`src/ceie_defs.svh`:
```
// constants for the comparator edge interrupt select block
// Contract
// - each input has a 2-bit condition field; code 0 blocks its comparator interrupts
// - code 1 raises an interrupt only on a rising crossing of the group threshold
// - code 2 raises an interrupt only on a falling crossing of the group threshold
// - code 3 raises an interrupt on both rising and falling crossings
// - inputs 0-3 use the group 0 threshold, inputs 4-7 the group 1 threshold
// - inputs 20-23 use the group 5 threshold, input 19 the group 4 threshold
// - the high-input select register sits at 23h and resets to zero
// - in the low register input n occupies bits 2n+1 down to 2n
// - in the high register input n occupies bits 2(n-12)+1 down to 2(n-12)
// - every select field reads back the last value written, zero after reset
// - the low-input select register sits at 22h and resets to zero
// - threshold codes 0..3 pick the 2V, 2.7V, 3V and 4V comparator levels
`ifndef CEIE_DEFS_SVH
`define CEIE_DEFS_SVH

// register offsets on the serial port
`define CEIE_OFS_SEL_LOW   6'h22
`define CEIE_OFS_SEL_HIGH  6'h23
`define CEIE_OFS_PENDING   6'h3A
`define CEIE_OFS_LEVEL     6'h3B
`define CEIE_OFS_EDGE_DIR  6'h3C

// reset values
`define CEIE_RST_SEL       24'h000000
`define CEIE_RST_PENDING   24'h000000

// field layout
`define CEIE_FIELD_W       2
`define CEIE_HIGH_FIRST    12
`define CEIE_GROUP_SIZE    4
`define CEIE_N_INPUTS      24
`define CEIE_N_GROUPS      6

// threshold levels behind codes 0..3, in millivolts
`define CEIE_THR_CODE0_MV  2000
`define CEIE_THR_CODE1_MV  2700
`define CEIE_THR_CODE2_MV  3000
`define CEIE_THR_CODE3_MV  4000

// serial frame: 1 direction bit, 6 address bits, 24 data bits, 1 pad bit
`define CEIE_SPI_FRAME_BITS 6'd32
`define CEIE_SPI_HEAD_BITS  6'd7
`define CEIE_SPI_DATA_BITS  24

`endif

```
`src/ceie_pkg.sv`:
```
// types shared by the comparator edge interrupt select block
package ceie_pkg;

  // condition codes of a select field
  typedef enum logic [1:0] {
    COND_NONE,
    COND_RISE,
    COND_FALL,
    COND_BOTH
  } ceie_cond_t;

  // one register access decoded from a serial frame
  typedef struct packed {
    logic        wr;
    logic        rd;
    logic [5:0]  addr;
    logic [23:0] wdata;
  } ceie_req_t;

  // comparator outputs of one input at the four levels, bit k = level code k
  typedef logic [3:0] ceie_levels_t;

  // serial frame phases
  typedef enum logic [1:0] {
    SPI_IDLE,
    SPI_HEAD,
    SPI_DATA
  } ceie_spi_state_t;

endpackage : ceie_pkg

```
`src/ceie_top.sv`:
```
// comparator edge interrupt select block: registers, pending flags, int output
`timescale 1ns/1ps
`default_nettype none
`include "ceie_defs.svh"

module ceie_top #(
  parameter int N_INPUTS   = `CEIE_N_INPUTS,
  parameter int GROUP_SIZE = `CEIE_GROUP_SIZE
) (
  input  wire logic                       clock,
  input  wire logic                       rst_n,
  input  wire logic                       spi_cs_n,
  input  wire logic                       spi_sclk,
  input  wire logic                       spi_mosi,
  output logic                            spi_miso,
  output logic                            spi_miso_oe_n,
  input  wire logic                       sample_valid,
  input  wire ceie_pkg::ceie_levels_t [23:0] cmp_levels,
  input  wire logic [1:0]                 group0_threshold_level,
  input  wire logic [1:0]                 group1_threshold_level,
  input  wire logic [1:0]                 group2_threshold_level,
  input  wire logic [1:0]                 group3_threshold_level,
  input  wire logic [1:0]                 group4_threshold_level,
  input  wire logic [1:0]                 group5_threshold_level,
  output logic [23:0]                     cmp_irq_pending,
  output logic                            int_n
);
  import ceie_pkg::*;

  localparam int N_GROUPS = `CEIE_N_GROUPS;
  localparam int HALF     = `CEIE_HIGH_FIRST;

  ceie_req_t                  req;
  logic [23:0]                rdata;
  logic [23:0]                edge_irq_select_low_inputs;
  logic [23:0]                edge_irq_select_high_inputs;
  logic [23:0]                edge_dir;
  logic [N_INPUTS-1:0]        level;
  logic [N_INPUTS-1:0]        edge_hit;
  logic [N_INPUTS-1:0]        edge_rise;
  logic [N_INPUTS-1:0][1:0]   cond;
  logic [N_GROUPS-1:0][1:0]   group_thr;

  // serial register port
  ceie_spi_port u_port (
    .clock         (clock),
    .rst_n         (rst_n),
    .spi_cs_n      (spi_cs_n),
    .spi_sclk      (spi_sclk),
    .spi_mosi      (spi_mosi),
    .spi_miso      (spi_miso),
    .spi_miso_oe_n (spi_miso_oe_n),
    .req           (req),
    .rdata         (rdata)
  );

  // threshold codes of the six input groups, group g serves inputs 4g..4g+3
  assign group_thr[0] = group0_threshold_level;
  assign group_thr[1] = group1_threshold_level;
  assign group_thr[2] = group2_threshold_level;
  assign group_thr[3] = group3_threshold_level;
  assign group_thr[4] = group4_threshold_level;
  assign group_thr[5] = group5_threshold_level;

  // field of input n: low register for n < 12, high register above
  function automatic logic [1:0] field_of(input logic [23:0] lo, input logic [23:0] hi,
                                          input int n);
    logic [1:0] f;
    f = 2'h0;
    if (n < HALF)
      f = lo[2*n +: 2];
    else
      f = hi[2*(n-HALF) +: 2];
    return f;
  endfunction : field_of

  // condition field of every input
  always_comb
  begin
    for (int n = 0; n < N_INPUTS; n++)
      cond[n] = field_of(edge_irq_select_low_inputs, edge_irq_select_high_inputs, n);
  end

  // crossing detection against the selected group level
  ceie_edge_bank #(
    .N_INPUTS   (N_INPUTS),
    .GROUP_SIZE (GROUP_SIZE),
    .N_GROUPS   (N_GROUPS)
  ) u_edges (
    .clock        (clock),
    .rst_n        (rst_n),
    .sample_valid (sample_valid),
    .cmp_levels   (cmp_levels),
    .group_thr    (group_thr),
    .cond         (cond),
    .level        (level),
    .edge_hit     (edge_hit),
    .edge_rise    (edge_rise)
  );

  // write decode; unmapped offsets are ignored
  wire        wr_low     = req.wr && req.addr == `CEIE_OFS_SEL_LOW;
  wire        wr_high    = req.wr && req.addr == `CEIE_OFS_SEL_HIGH;
  wire        wr_pending = req.wr && req.addr == `CEIE_OFS_PENDING;
  wire [23:0] clear_mask = wr_pending ? req.wdata : 24'h000000;

  // next register values
  wire [23:0] next_sel_low  = wr_low ? req.wdata : edge_irq_select_low_inputs;
  wire [23:0] next_sel_high = wr_high ? req.wdata : edge_irq_select_high_inputs;

  // a hit in the clearing cycle wins over the clear
  wire [23:0] next_pending  = (cmp_irq_pending & ~clear_mask) | edge_hit;
  wire [23:0] next_edge_dir = (edge_dir & ~edge_hit) | (edge_hit & edge_rise);
  wire        next_int_n    = ~|next_pending;

  // read decode; unmapped offsets read as zero
  assign rdata = (req.addr == `CEIE_OFS_SEL_LOW)  ? edge_irq_select_low_inputs :
                 (req.addr == `CEIE_OFS_SEL_HIGH) ? edge_irq_select_high_inputs :
                 (req.addr == `CEIE_OFS_PENDING)  ? cmp_irq_pending :
                 (req.addr == `CEIE_OFS_LEVEL)    ? level :
                 (req.addr == `CEIE_OFS_EDGE_DIR) ? edge_dir :
                 24'h000000;

  // select registers
  always_ff @(posedge clock)
  begin
    if (!rst_n)
    begin
      edge_irq_select_low_inputs  <= `CEIE_RST_SEL;
      edge_irq_select_high_inputs <= `CEIE_RST_SEL;
    end
    else
    begin
      edge_irq_select_low_inputs  <= next_sel_low;
      edge_irq_select_high_inputs <= next_sel_high;
    end
  end

  // pending flags, last edge direction and interrupt pin
  always_ff @(posedge clock)
  begin
    if (!rst_n)
    begin
      cmp_irq_pending <= `CEIE_RST_PENDING;
      edge_dir        <= 24'h000000;
      int_n           <= 1'b1;
    end
    else
    begin
      cmp_irq_pending <= next_pending;
      edge_dir        <= next_edge_dir;
      int_n           <= next_int_n;
    end
  end

endmodule : ceie_top
`default_nettype wire

```
`src/ceie_spi_port.sv`:
```
// serial register port: pin synchronisers, frame decode and read shifter
`timescale 1ns/1ps
`default_nettype none
`include "ceie_defs.svh"

module ceie_spi_port (
  input  wire logic              clock,
  input  wire logic              rst_n,
  input  wire logic              spi_cs_n,
  input  wire logic              spi_sclk,
  input  wire logic              spi_mosi,
  output logic                   spi_miso,
  output logic                   spi_miso_oe_n,
  output ceie_pkg::ceie_req_t    req,
  input  wire logic [23:0]       rdata
);
  import ceie_pkg::*;

  logic            cs_s1, cs_s2, cs_s3;
  logic            sclk_s1, sclk_s2, sclk_s3;
  logic            mosi_s1, mosi_s2;
  logic [5:0]      bit_cnt;
  logic [31:0]     in_shift;
  logic [23:0]     out_shift;
  ceie_spi_state_t state;

  // pin synchronisers; the second stage is looked at, the third only to find sclk and select edges
  always_ff @(posedge clock)
  begin
    cs_s1   <= spi_cs_n;
    cs_s2   <= cs_s1;
    cs_s3   <= cs_s2;
    sclk_s1 <= spi_sclk;
    sclk_s2 <= sclk_s1;
    sclk_s3 <= sclk_s2;
    mosi_s1 <= spi_mosi;
    mosi_s2 <= mosi_s1;
  end

  // frame decode
  wire             frame_on   = ~cs_s2;
  wire             sclk_rise  = frame_on & sclk_s2 & ~sclk_s3;
  wire             sclk_fall  = frame_on & ~sclk_s2 & sclk_s3;
  wire             frame_end  = cs_s2 & ~cs_s3;
  wire             head_done  = sclk_rise & (bit_cnt == `CEIE_SPI_HEAD_BITS - 6'd1);
  wire             head_read  = head_done & ~in_shift[5];
  wire             full_write = frame_end & (bit_cnt == `CEIE_SPI_FRAME_BITS) & in_shift[31];
  wire             shift_out  = sclk_fall & (bit_cnt > `CEIE_SPI_HEAD_BITS);
  wire [5:0]       next_bit_cnt = !frame_on ? 6'h00 :
                                  (sclk_rise && bit_cnt != `CEIE_SPI_FRAME_BITS) ?
                                  bit_cnt + 6'h01 : bit_cnt;
  wire [31:0]      next_in_shift = sclk_rise ? {in_shift[30:0], mosi_s2} : in_shift;
  wire [23:0]      next_out_shift = req.rd ? rdata :
                                    shift_out ? {out_shift[22:0], 1'b0} : out_shift;
  ceie_spi_state_t next_state;
  ceie_req_t       next_req;

  // phase tracking
  always_comb
  begin
    next_state = state;
    unique case (state)
      SPI_IDLE: if (frame_on) next_state = SPI_HEAD;
      SPI_HEAD: if (!frame_on) next_state = SPI_IDLE;
                else if (head_done) next_state = SPI_DATA;
      SPI_DATA: if (!frame_on) next_state = SPI_IDLE;
    endcase
  end

  // access request, one cycle per frame
  always_comb
  begin
    next_req.rd    = head_read && state == SPI_HEAD;
    next_req.wr    = full_write;
    next_req.addr  = full_write ? in_shift[30:25] : {in_shift[4:0], mosi_s2};
    next_req.wdata = in_shift[24:1];
  end

  // registers of the port
  always_ff @(posedge clock)
  begin
    if (!rst_n)
    begin
      state     <= SPI_IDLE;
      bit_cnt   <= 6'h00;
      in_shift  <= 32'h00000000;
      out_shift <= 24'h000000;
      req       <= '0;
      spi_miso  <= 1'b0;
    end
    else
    begin
      state     <= next_state;
      bit_cnt   <= next_bit_cnt;
      in_shift  <= next_in_shift;
      out_shift <= next_out_shift;
      req       <= next_req;
      spi_miso  <= next_out_shift[23];
    end
  end

  assign spi_miso_oe_n = cs_s2; // driven only while selected

endmodule : ceie_spi_port
`default_nettype wire

```
`src/ceie_edge_bank.sv`:
```
// per-input threshold pick and crossing detection
`timescale 1ns/1ps
`default_nettype none
`include "ceie_defs.svh"

module ceie_edge_bank #(
  parameter int N_INPUTS   = 24,
  parameter int GROUP_SIZE = 4,
  parameter int N_GROUPS   = 6
) (
  input  wire logic                        clock,
  input  wire logic                        rst_n,
  input  wire logic                        sample_valid,
  input  wire logic [N_INPUTS-1:0][3:0]    cmp_levels,
  input  wire logic [N_GROUPS-1:0][1:0]    group_thr,
  input  wire logic [N_INPUTS-1:0][1:0]    cond,
  output logic      [N_INPUTS-1:0]         level,
  output logic      [N_INPUTS-1:0]         edge_hit,
  output logic      [N_INPUTS-1:0]         edge_rise
);
  import ceie_pkg::*;

  logic                primed;
  logic [N_INPUTS-1:0] cur;
  logic [N_INPUTS-1:0] rise_ok;
  logic [N_INPUTS-1:0] fall_ok;

  // group that an input shares its threshold with
  function automatic int group_of(input int n);
    return n / GROUP_SIZE;
  endfunction : group_of

  // comparator output at the level that a threshold code selects
  function automatic logic pick_level(input logic [3:0] lv, input logic [1:0] code);
    return lv[code];
  endfunction : pick_level

  // crossing qualification per input
  always_comb
  begin
    for (int i = 0; i < N_INPUTS; i++)
    begin
      cur[i]     = pick_level(cmp_levels[i], group_thr[group_of(i)]);
      rise_ok[i] = (cond[i] == COND_RISE || cond[i] == COND_BOTH) & cur[i] & ~level[i];
      fall_ok[i] = (cond[i] == COND_FALL || cond[i] == COND_BOTH) & ~cur[i] & level[i];
    end
  end

  // first sample after reset only primes the history
  wire                compare_now = sample_valid & primed;
  wire [N_INPUTS-1:0] next_hit    = compare_now ? (rise_ok | fall_ok) : '0;
  wire [N_INPUTS-1:0] next_level  = sample_valid ? cur : level;

  // sample history and one-cycle hit pulses
  always_ff @(posedge clock)
  begin
    if (!rst_n)
    begin
      primed    <= 1'b0;
      level     <= '0;
      edge_hit  <= '0;
      edge_rise <= '0;
    end
    else
    begin
      primed    <= primed | sample_valid;
      level     <= next_level;
      edge_hit  <= next_hit;
      edge_rise <= compare_now ? rise_ok : '0;
    end
  end

endmodule : ceie_edge_bank
`default_nettype wire

```
`config.mk`:
```
export PLATFORM = sky130hd
export DESIGN_NAME = ceie_top
export DESIGN_NICKNAME = d
export VERILOG_FILES = /design/src/ceie_pkg.sv /design/src/ceie_top.sv /design/src/ceie_spi_port.sv /design/src/ceie_edge_bank.sv
export VERILOG_INCLUDE_DIRS = /design/src /design/src/src
export SDC_FILE = /design/constraint.sdc
export NUM_CORES = 1
export LEC_CHECK = 0
export CORE_MARGIN = 2
export CORE_UTILIZATION = 47
export CTS_CLUSTER_SIZE = 20
export DETAILED_ROUTE_END_ITERATION = 8
export DONT_BUFFER_PORTS = 1
export PLACE_DENSITY_LB_ADDON = 0.12
export SLEW_MARGIN = 20
export SYNTH_ARGS = -nofsm -noshare
export SYNTH_HDL_FRONTEND = slang
export SYNTH_HIERARCHICAL = 1
export SYNTH_SLANG_ARGS = --single-unit
```
`constraint.sdc`:
```
create_clock -name clock -period 2 [get_ports clock]
set_input_delay 0.1 -clock clock [delete_from_list [all_inputs] [get_ports clock]]
set_output_delay 0.1 -clock clock [all_outputs]
set_load 0.02 [all_outputs]
```
==> flow_summary.ini, run 1 <==
[status]
status = finished clean

[layout]
n_antenna_cell = 0
fin_cells = 1649
nets = 1422
fillCellCount = 2143
final_cell_mix = dfxtp_1 (272), nand2_1 (143), mux2i_1 (110), dlygate4sd3_1 (108), a21oi_1 (85)
area_growth_syn_to_layout_pct = 22.9
layout_commonest_cell = dfxtp_1
multi_input_area_um2 = 5580
drive_above_1_share_pct = 11.6
seq_area_um2 = 5490

[timing]
timing.final.ws_setup_ns = 0.0421
fmax_ghz = 0.511
slew_headroom_pct = 60.9
timing.final.crit_share_pct = 97.9
skew_ns = 0.00925
worst_pin_slew_ns = 0.579
hold_viol = 0
drv_slew = 0
rsz0062_at_grt = no
setup_viol = 0
finalCriticalPeriod_ns = 1.96
tns_ns = 0

[detailed_routing]
routed_wl_um = 34400
via_per_inst = 5.67
dr_total_vias = 9345
drcViolationCount = 0
ant_nets = 0
drt_iter0_drc = 760
dr.pass1.iters = 5
wl_per_cell_um = 20.8

[critical_path]
cp_num_buf_inv = 3
worst_path_max_delay_cell = dlygate4sd3_1
crit_path_start_kind = input pin
cpPeakStageDelay_ns = 0.63
worstSetupEndpointType = flop
crit_path_frequent_cell = dlygate4sd3_1
cp.arrival_ns = 2.38
crit_fanout = 4
cp_top_family = buffers and inverters
path_class = in -> reg
crit_chain = dlygate4sd3_1, mux4_2, dlygate4sd3_1, nand2_1, nand2_1, dlygate4sd3_1
critPathRequiredTime_ns = 2.42

[synth]
syn_inst = 1193
yosys_warnings = 6
syn-num-nets = 1313
synth_compound_area_share_pct = 13.0
syn_area_per_cell_um2 = 9.71
ys_ff_latch = 274
synth-xor-area-share_pct = 0.302
ys_seq_area_share_pct = 47.3
netlist_area_um2 = 11600
synth_top_family_by_area = simple AND/OR/NAND/NOR gates
ys_types = 51
synthAdderAreaFrac_pct = 0.648
synthSimpleGateAreaFrac_pct = 19.9
muxShareOfSynthArea_pct = 14.2

[floorplanning]
num_rows = 57
pin_count = 141
fp.dieW_um = 161
dieArea_um2 = 25900
core_area_um2 = 24200
start_util_pct = 47.8
dieHeight_um = 161

[grt]
grt_max_degree = 143
grt_pass1_wl_um = 53100
grt_usage_pct = 26.2
antenna_found_initial = 0
grt_pass1_vias = 9259
grt_overflow = 0

[clock_network]
cts_max_path_buffers = 3
cts.sinks = 274
cts_made_buffers = 31
path_clk_slew_ns = 0.06
cts_tree = built
insertion_delay_ns = 0.55
cts-root-buf = clkbuf_16
htree_num_levels = 1

[placed_design]
placed_cells = 1479
dp_hpwl_um = 22400
dpl_worst_slack_ns = 0.242
gp_congestion = 0.853
io_buffers = 0

[pwr]
power_density_nw_per_um2 = 850
ir_worst_vdd_mv = 0.568
p_leak_nw = 5.34

[worst_hold_path]
hold_class = in -> reg

[run]
maxCapViolCount = 0
## cells in the mapped netlist, drive strengths merged
master / instances / area [um2]
a211oi: 1 / 7.51
or3: 1 / 6.26
and4b: 1 / 10.0
a221o: 13 / 130
dfxtp: 274 / 5490
xnor2: 2 / 17.5
o21ai: 63 / 315
nand4: 13 / 81.3
and3b: 1 / 8.76
nand3: 5 / 37.5
nor2b: 84 / 526
o221ai: 2 / 17.5
nand2b: 1 / 6.26
nor4: 10 / 68.8
and2: 24 / 150
xor2: 2 / 17.5
mux4: 24 / 541
nor4b: 1 / 8.76
and3: 4 / 30.0
o22ai: 5 / 31.3
or4b: 1 / 10.0
nand4b: 24 / 210
clkbuf: 43 / 163
nand3b: 24 / 180
o41ai: 1 / 16.3
a21oi: 85 / 425
o21a: 14 / 105
inv: 41 / 154
a211o: 1 / 8.76
a221oi: 14 / 123
buf: 34 / 225
nor3: 39 / 195
nor3b: 2 / 25.0
a21o: 2 / 15.0
mux2i: 110 / 1100
nor2: 52 / 203
or3b: 1 / 8.76
ha: 6 / 75.1
nand2: 143 / 537
o31ai: 24 / 300
a21bo: 1 / 10.0
## through the flow
stage | area, um2 | util [%] | hold slack (ns) | total power, mW
finish | 14200 | 58.7 | 0.0110 | 12.1
detailed placement | 12000 | 49.6 | 0.128 | 6.19
CTS | 14200 | 58.6 | 0.00440 | 12.2
floorplan | 11600 | - | 0.128 | 6.10
global placement | 12000 | 49.6 | 0.128 | 6.19
global route | 14200 | 58.7 | 0.0151 | 12.5
## sequential cells by signal, indices dropped and copies added (netlist names), named ones only
signal and cells:
u_port/sclk_s3 1, u_port/spi_miso_oe_n 1, u_port/cs_s1 1, u_port/mosi_s1 1, u_port/sclk_s1 1, u_edges/edge_rise 24
u_port/sclk_s2 1, u_edges/edge_hit 24, u_edges/level 24, int_n 1, u_edges/primed 1, u_port/in_shift 32
cmp_irq_pending 24, u_port/bit_cnt 6, edge_irq_select_low_inputs 24, u_port/mosi_s2 1, u_port/req 32, u_port/state 2
edge_irq_select_high_inputs 24, u_port/spi_miso 1, u_port/cs_s3 1, u_port/out_shift 23
## power by group
part | switching [mW] | total (mW) | leakage (nW) | internal, mW
Clock | 2.21 | 5.81 | 0.523 | 3.60
Sequential | 0.114 | 5.67 | 2.22 | 5.55
Combinational | 0.290 | 0.627 | 2.59 | 0.337
Total | 2.62 | 12.1 | 5.34 | 9.49
## kinds of logic (layout without fill, tap and decap cells)
| kind of cell | count (synthesis) | after routing |
|---|---|---|
| compound gates | 226 | 226 |
| xor+xnor | 4 | 4 |
| buf+inv | 118 | 250 |
| flops | 274 | 274 |
| mux | 134 | 134 |
| fa+ha+maj | 6 | 6 |
| simple gates | 431 | 431 |
## tightest hold or removal path: stages
cell and delay (ns):
mux4_2 0.22, nand4b_1 0.13, o31ai_2 0.07
## path summary, 6_finish.rpt
| kind | cells after the start | to | startpoint | slack [ns] |
|---|---|---|---|---|
| worst min register to register | 0 | u_port/spi_miso_oe_n | u_port/cs_s1 | 0.33 |
| worst max-delay path | 6 | u_edges/level[0] | group0_threshold_level[1] | 0.04 |
| worst max register to register | 7 | cmp_irq_pending[14] | u_port/req[24] | 0.08 |
| worst min-delay path | 3 | u_edges/edge_hit[4] | group1_threshold_level[0] | 0.01 |
## metal layers
layer / part of all wire (%) / up-vias / global-route usage, %
li1: - / 4440 / -
met1: 44 / 4541 / 35.0
met2: 46 / 303 / 43.5
met3: 6.4 / 61 / 4.03
met4: 3.4 / 0 / 8.85
met5: 0 / - / 0
## layout make-up
cell class | count | area share [%]
multi-input combinational | 801 | 39.2
clock buffer | 44 | 6.28
tap | 324 | 2.85
sequential | 274 | 38.5
clock inverter | 12 | 1.14
timing repair buffer | 153 | 11.0
inverter | 41 | 1.08
## what timing repair did
item / 4_1_cts / 5_1_grt
buffers inserted: 0 / 3
gates resized for setup: 0 / 4
setup endpoints to repair: 0 / 12
hold buffers: 111 / 0
endpoints found under the hold margin: 249 / 0
Note: power is estimated with default switching activity, not from simulation.
==> inputs of run 2 (changes only) <==
--- a/config.mk
+++ b/config.mk
@@ -11,6 +11,8 @@
 export CTS_CLUSTER_SIZE = 20
 export DETAILED_ROUTE_END_ITERATION = 8
 export DONT_BUFFER_PORTS = 1
+export GPL_TIMING_DRIVEN = 0
+export HOLD_SLACK_MARGIN = 0.08
 export PLACE_DENSITY_LB_ADDON = 0.12
 export SLEW_MARGIN = 20
 export SYNTH_ARGS = -nofsm -noshare
==> run 2 against run 1 <==
Effect of this change:
- first-iteration DRC count shrank 5.3%
- non-clock buffer count shrank 12
- die area is the same
- final area shrank 2.4%
- utilization shrank 1.4 points
- hold slack gained 0.069 ns
- global-route usage grew 2.3 points
- cell count shrank 0.85%
- critical path depth grew 3
==> flow_summary.ini, run 2 (same netlist as run 1, synthesis figures left out) <==
[status]
status = finished clean

[timing]
rsz0062_at_grt = no
skew_ns = 0.0102
slew_headroom_pct = 33.4
setup_viol = 0
worst_pin_slew_ns = 0.999
drv_slew = 0
timing.final.crit_share_pct = 97.3
hold_viol = 0
finalCriticalPeriod_ns = 1.95
fmax_ghz = 0.514

[detailed_routing]
drt_iter0_drc = 720
dr_total_vias = 9388
ant_nets = 0
wl_per_cell_um = 22.9
drcViolationCount = 0
routed_wl_um = 37400
dr.pass1.iters = 5
via_per_inst = 5.74

[pwr]
p_comb_share_pct = 5.5
internal_power_mw = 9.46
power_mw = 12.2
seq_power_share_pct = 46.4
switching_power_mw = 2.76
p_clk_share_pct = 48.1
p_leak_nw = 5.03
ir_worst_vdd_mv = 0.757
switching_share_pct = 22.6
power_density_nw_per_um2 = 880

[critical_path]
worst_path_max_delay_cell = a221o_1
critPathRequiredTime_ns = 2.41
cpPeakStageDelay_ns = 0.36
crit_chain = and4b_1, buf_6, and3b_2, buf_8, nand2_1, o21ai_1, a221o_1, o21ai_1, a21oi_1
worstReg2RegStart = u_port/req[24]
reg2regPathDepth = 9
cp.arrival_ns = 2.36
rr_endpoint = u_port/out_shift[4]
path_class = reg -> reg
worstSetupEndpointType = flop
crit_path_start_kind = flop
crit_path_frequent_cell = o21ai_1
r2r_slack_ns = 0.05
crit_fanout = 10

[clock_network]
insertion_delay_ns = 0.55
cts_tree = built
cts_made_buffers = 30
cts_max_path_buffers = 3
path_clk_slew_ns = 0.06
cts.sinks = 274
cts-root-buf = clkbuf_16
htree_num_levels = 1

[layout]
multi_input_area_um2 = 5700
drive_above_1_share_pct = 13.3
largest_registers = u_port/in_shift: 32 flops, u_port/req: 32 flops
fillCellCount = 2175
final_cell_mix = dfxtp_1 (272), nand2_1 (142), mux2i_1 (106), nor2b_1 (84), a21oi_1 (77)
layout_commonest_cell = dfxtp_1
fin_cells = 1635
seq_area_um2 = 5490
n_antenna_cell = 0
area_growth_syn_to_layout_pct = 20.0
nets = 1409

[floorplanning]
dieHeight_um = 161
pin_count = 141
fp.dieW_um = 161
dieArea_um2 = 25900
num_rows = 57
core_area_um2 = 24200
start_util_pct = 47.8

[grt]
grt_pass1_vias = 9179
grt_pass1_wl_um = 56300
antenna_found_initial = 0
grt_usage_pct = 28.5
grt_overflow = 0
grt_max_degree = 15

[run]
maxCapViolCount = 0

[worst_hold_path]
whs_endpoint = u_edges/edge_rise[11]
hold_depth = 3
hold_class = in -> reg
min_from = cmp_levels[45]

[placed_design]
io_buffers = 0
gp_congestion = 0.952
placed_cells = 1517
dp_hpwl_um = 27400
## run 2: routing by layer
layer	track usage, %	share of wire (%)	vias to the layer above
met5	0	0	-
met4	13.4	5.1	0
met3	4.29	7.4	98
met2	45.9	45	367
met1	37.9	42	4525
li1	-	-	4398
## run 2: worst max-delay path by stage
stage	start	endpoint	slack, ns	cells past startpoint
finish	u_port/req[24]	u_port/out_shift[4]	0.05	9
detailed placement	u_port/req[25]	u_port/out_shift[2]	-0.42	9
CTS	u_port/req[24]	u_port/out_shift[5]	-0.0002	9
floorplan	u_port/req[29]	u_port/out_shift[22]	0.29	9
global placement	u_port/req[24]	u_port/out_shift[9]	-0.38	7
global route	u_port/spi_miso_oe_n	u_port/bit_cnt[4]	0.006	5
## run 2: power by group through the flow
| stage | Combinational [mW] | Clock [mW] | Sequential [mW] |
|---|---|---|---|
| after global placement | 0.496 | 0 | 5.79 |
| after global routing | 0.724 | 6.19 | 5.68 |
| after floorplan | 0.357 | 0 | 5.74 |
| final | 0.677 | 5.88 | 5.67 |
| after detailed placement | 0.500 | 0 | 5.79 |
| after CTS | 0.666 | 5.95 | 5.67 |
## run 2: cell type report
class | count | area share (%)
Buffer | 75 | 3.10
Clock buffer | 37 | 5.96
Clock inverter | 17 | 1.62
Inverter | 41 | 1.11
Multi-Input combinational cell | 801 | 41.0
Sequential cell | 274 | 39.5
Tap cell | 324 | 2.92
Timing Repair Buffer | 66 | 4.82
## run 2: worst max-delay path, delay by kind of cell, from the launching register on
| family | cells | cell delay, ns |
|---|---|---|
| AOI/OAI and AO/OA | 4 | 0.63 |
| and+or+nand+nor | 3 | 0.53 |
| DFF | 1 | 0.33 |
| buffers and inverters | 2 | 0.30 |
## run 2: timing repair
item / 4_1_cts / 5_1_grt
setup buffers: 0 / 1
endpoints found under the setup margin: 25 / 24
pin swaps: 3 / 4
endpoints found under the hold margin: 116 / 0
hold buffers: 65 / 0
gates resized for setup: 32 / 35
## run 2: through the flow
stage / setup slack, ns / cell area, um2 / setup TNS [ns] / hold slack (ns) / utilization [%]
floorplan: 0.286 / 11600 / 0 / 0.128 / -
global placement: -0.384 / 12000 / -5.52 / 0.128 / 49.5
detailed placement: -0.418 / 12000 / -6.14 / 0.128 / 49.5
CTS: -0.000176 / 13800 / -0.000176 / 0.0802 / 56.9
global route: 0.00584 / 13900 / 0 / 0.0936 / 57.3
finish: 0.0537 / 13900 / 0 / 0.0797 / 57.3
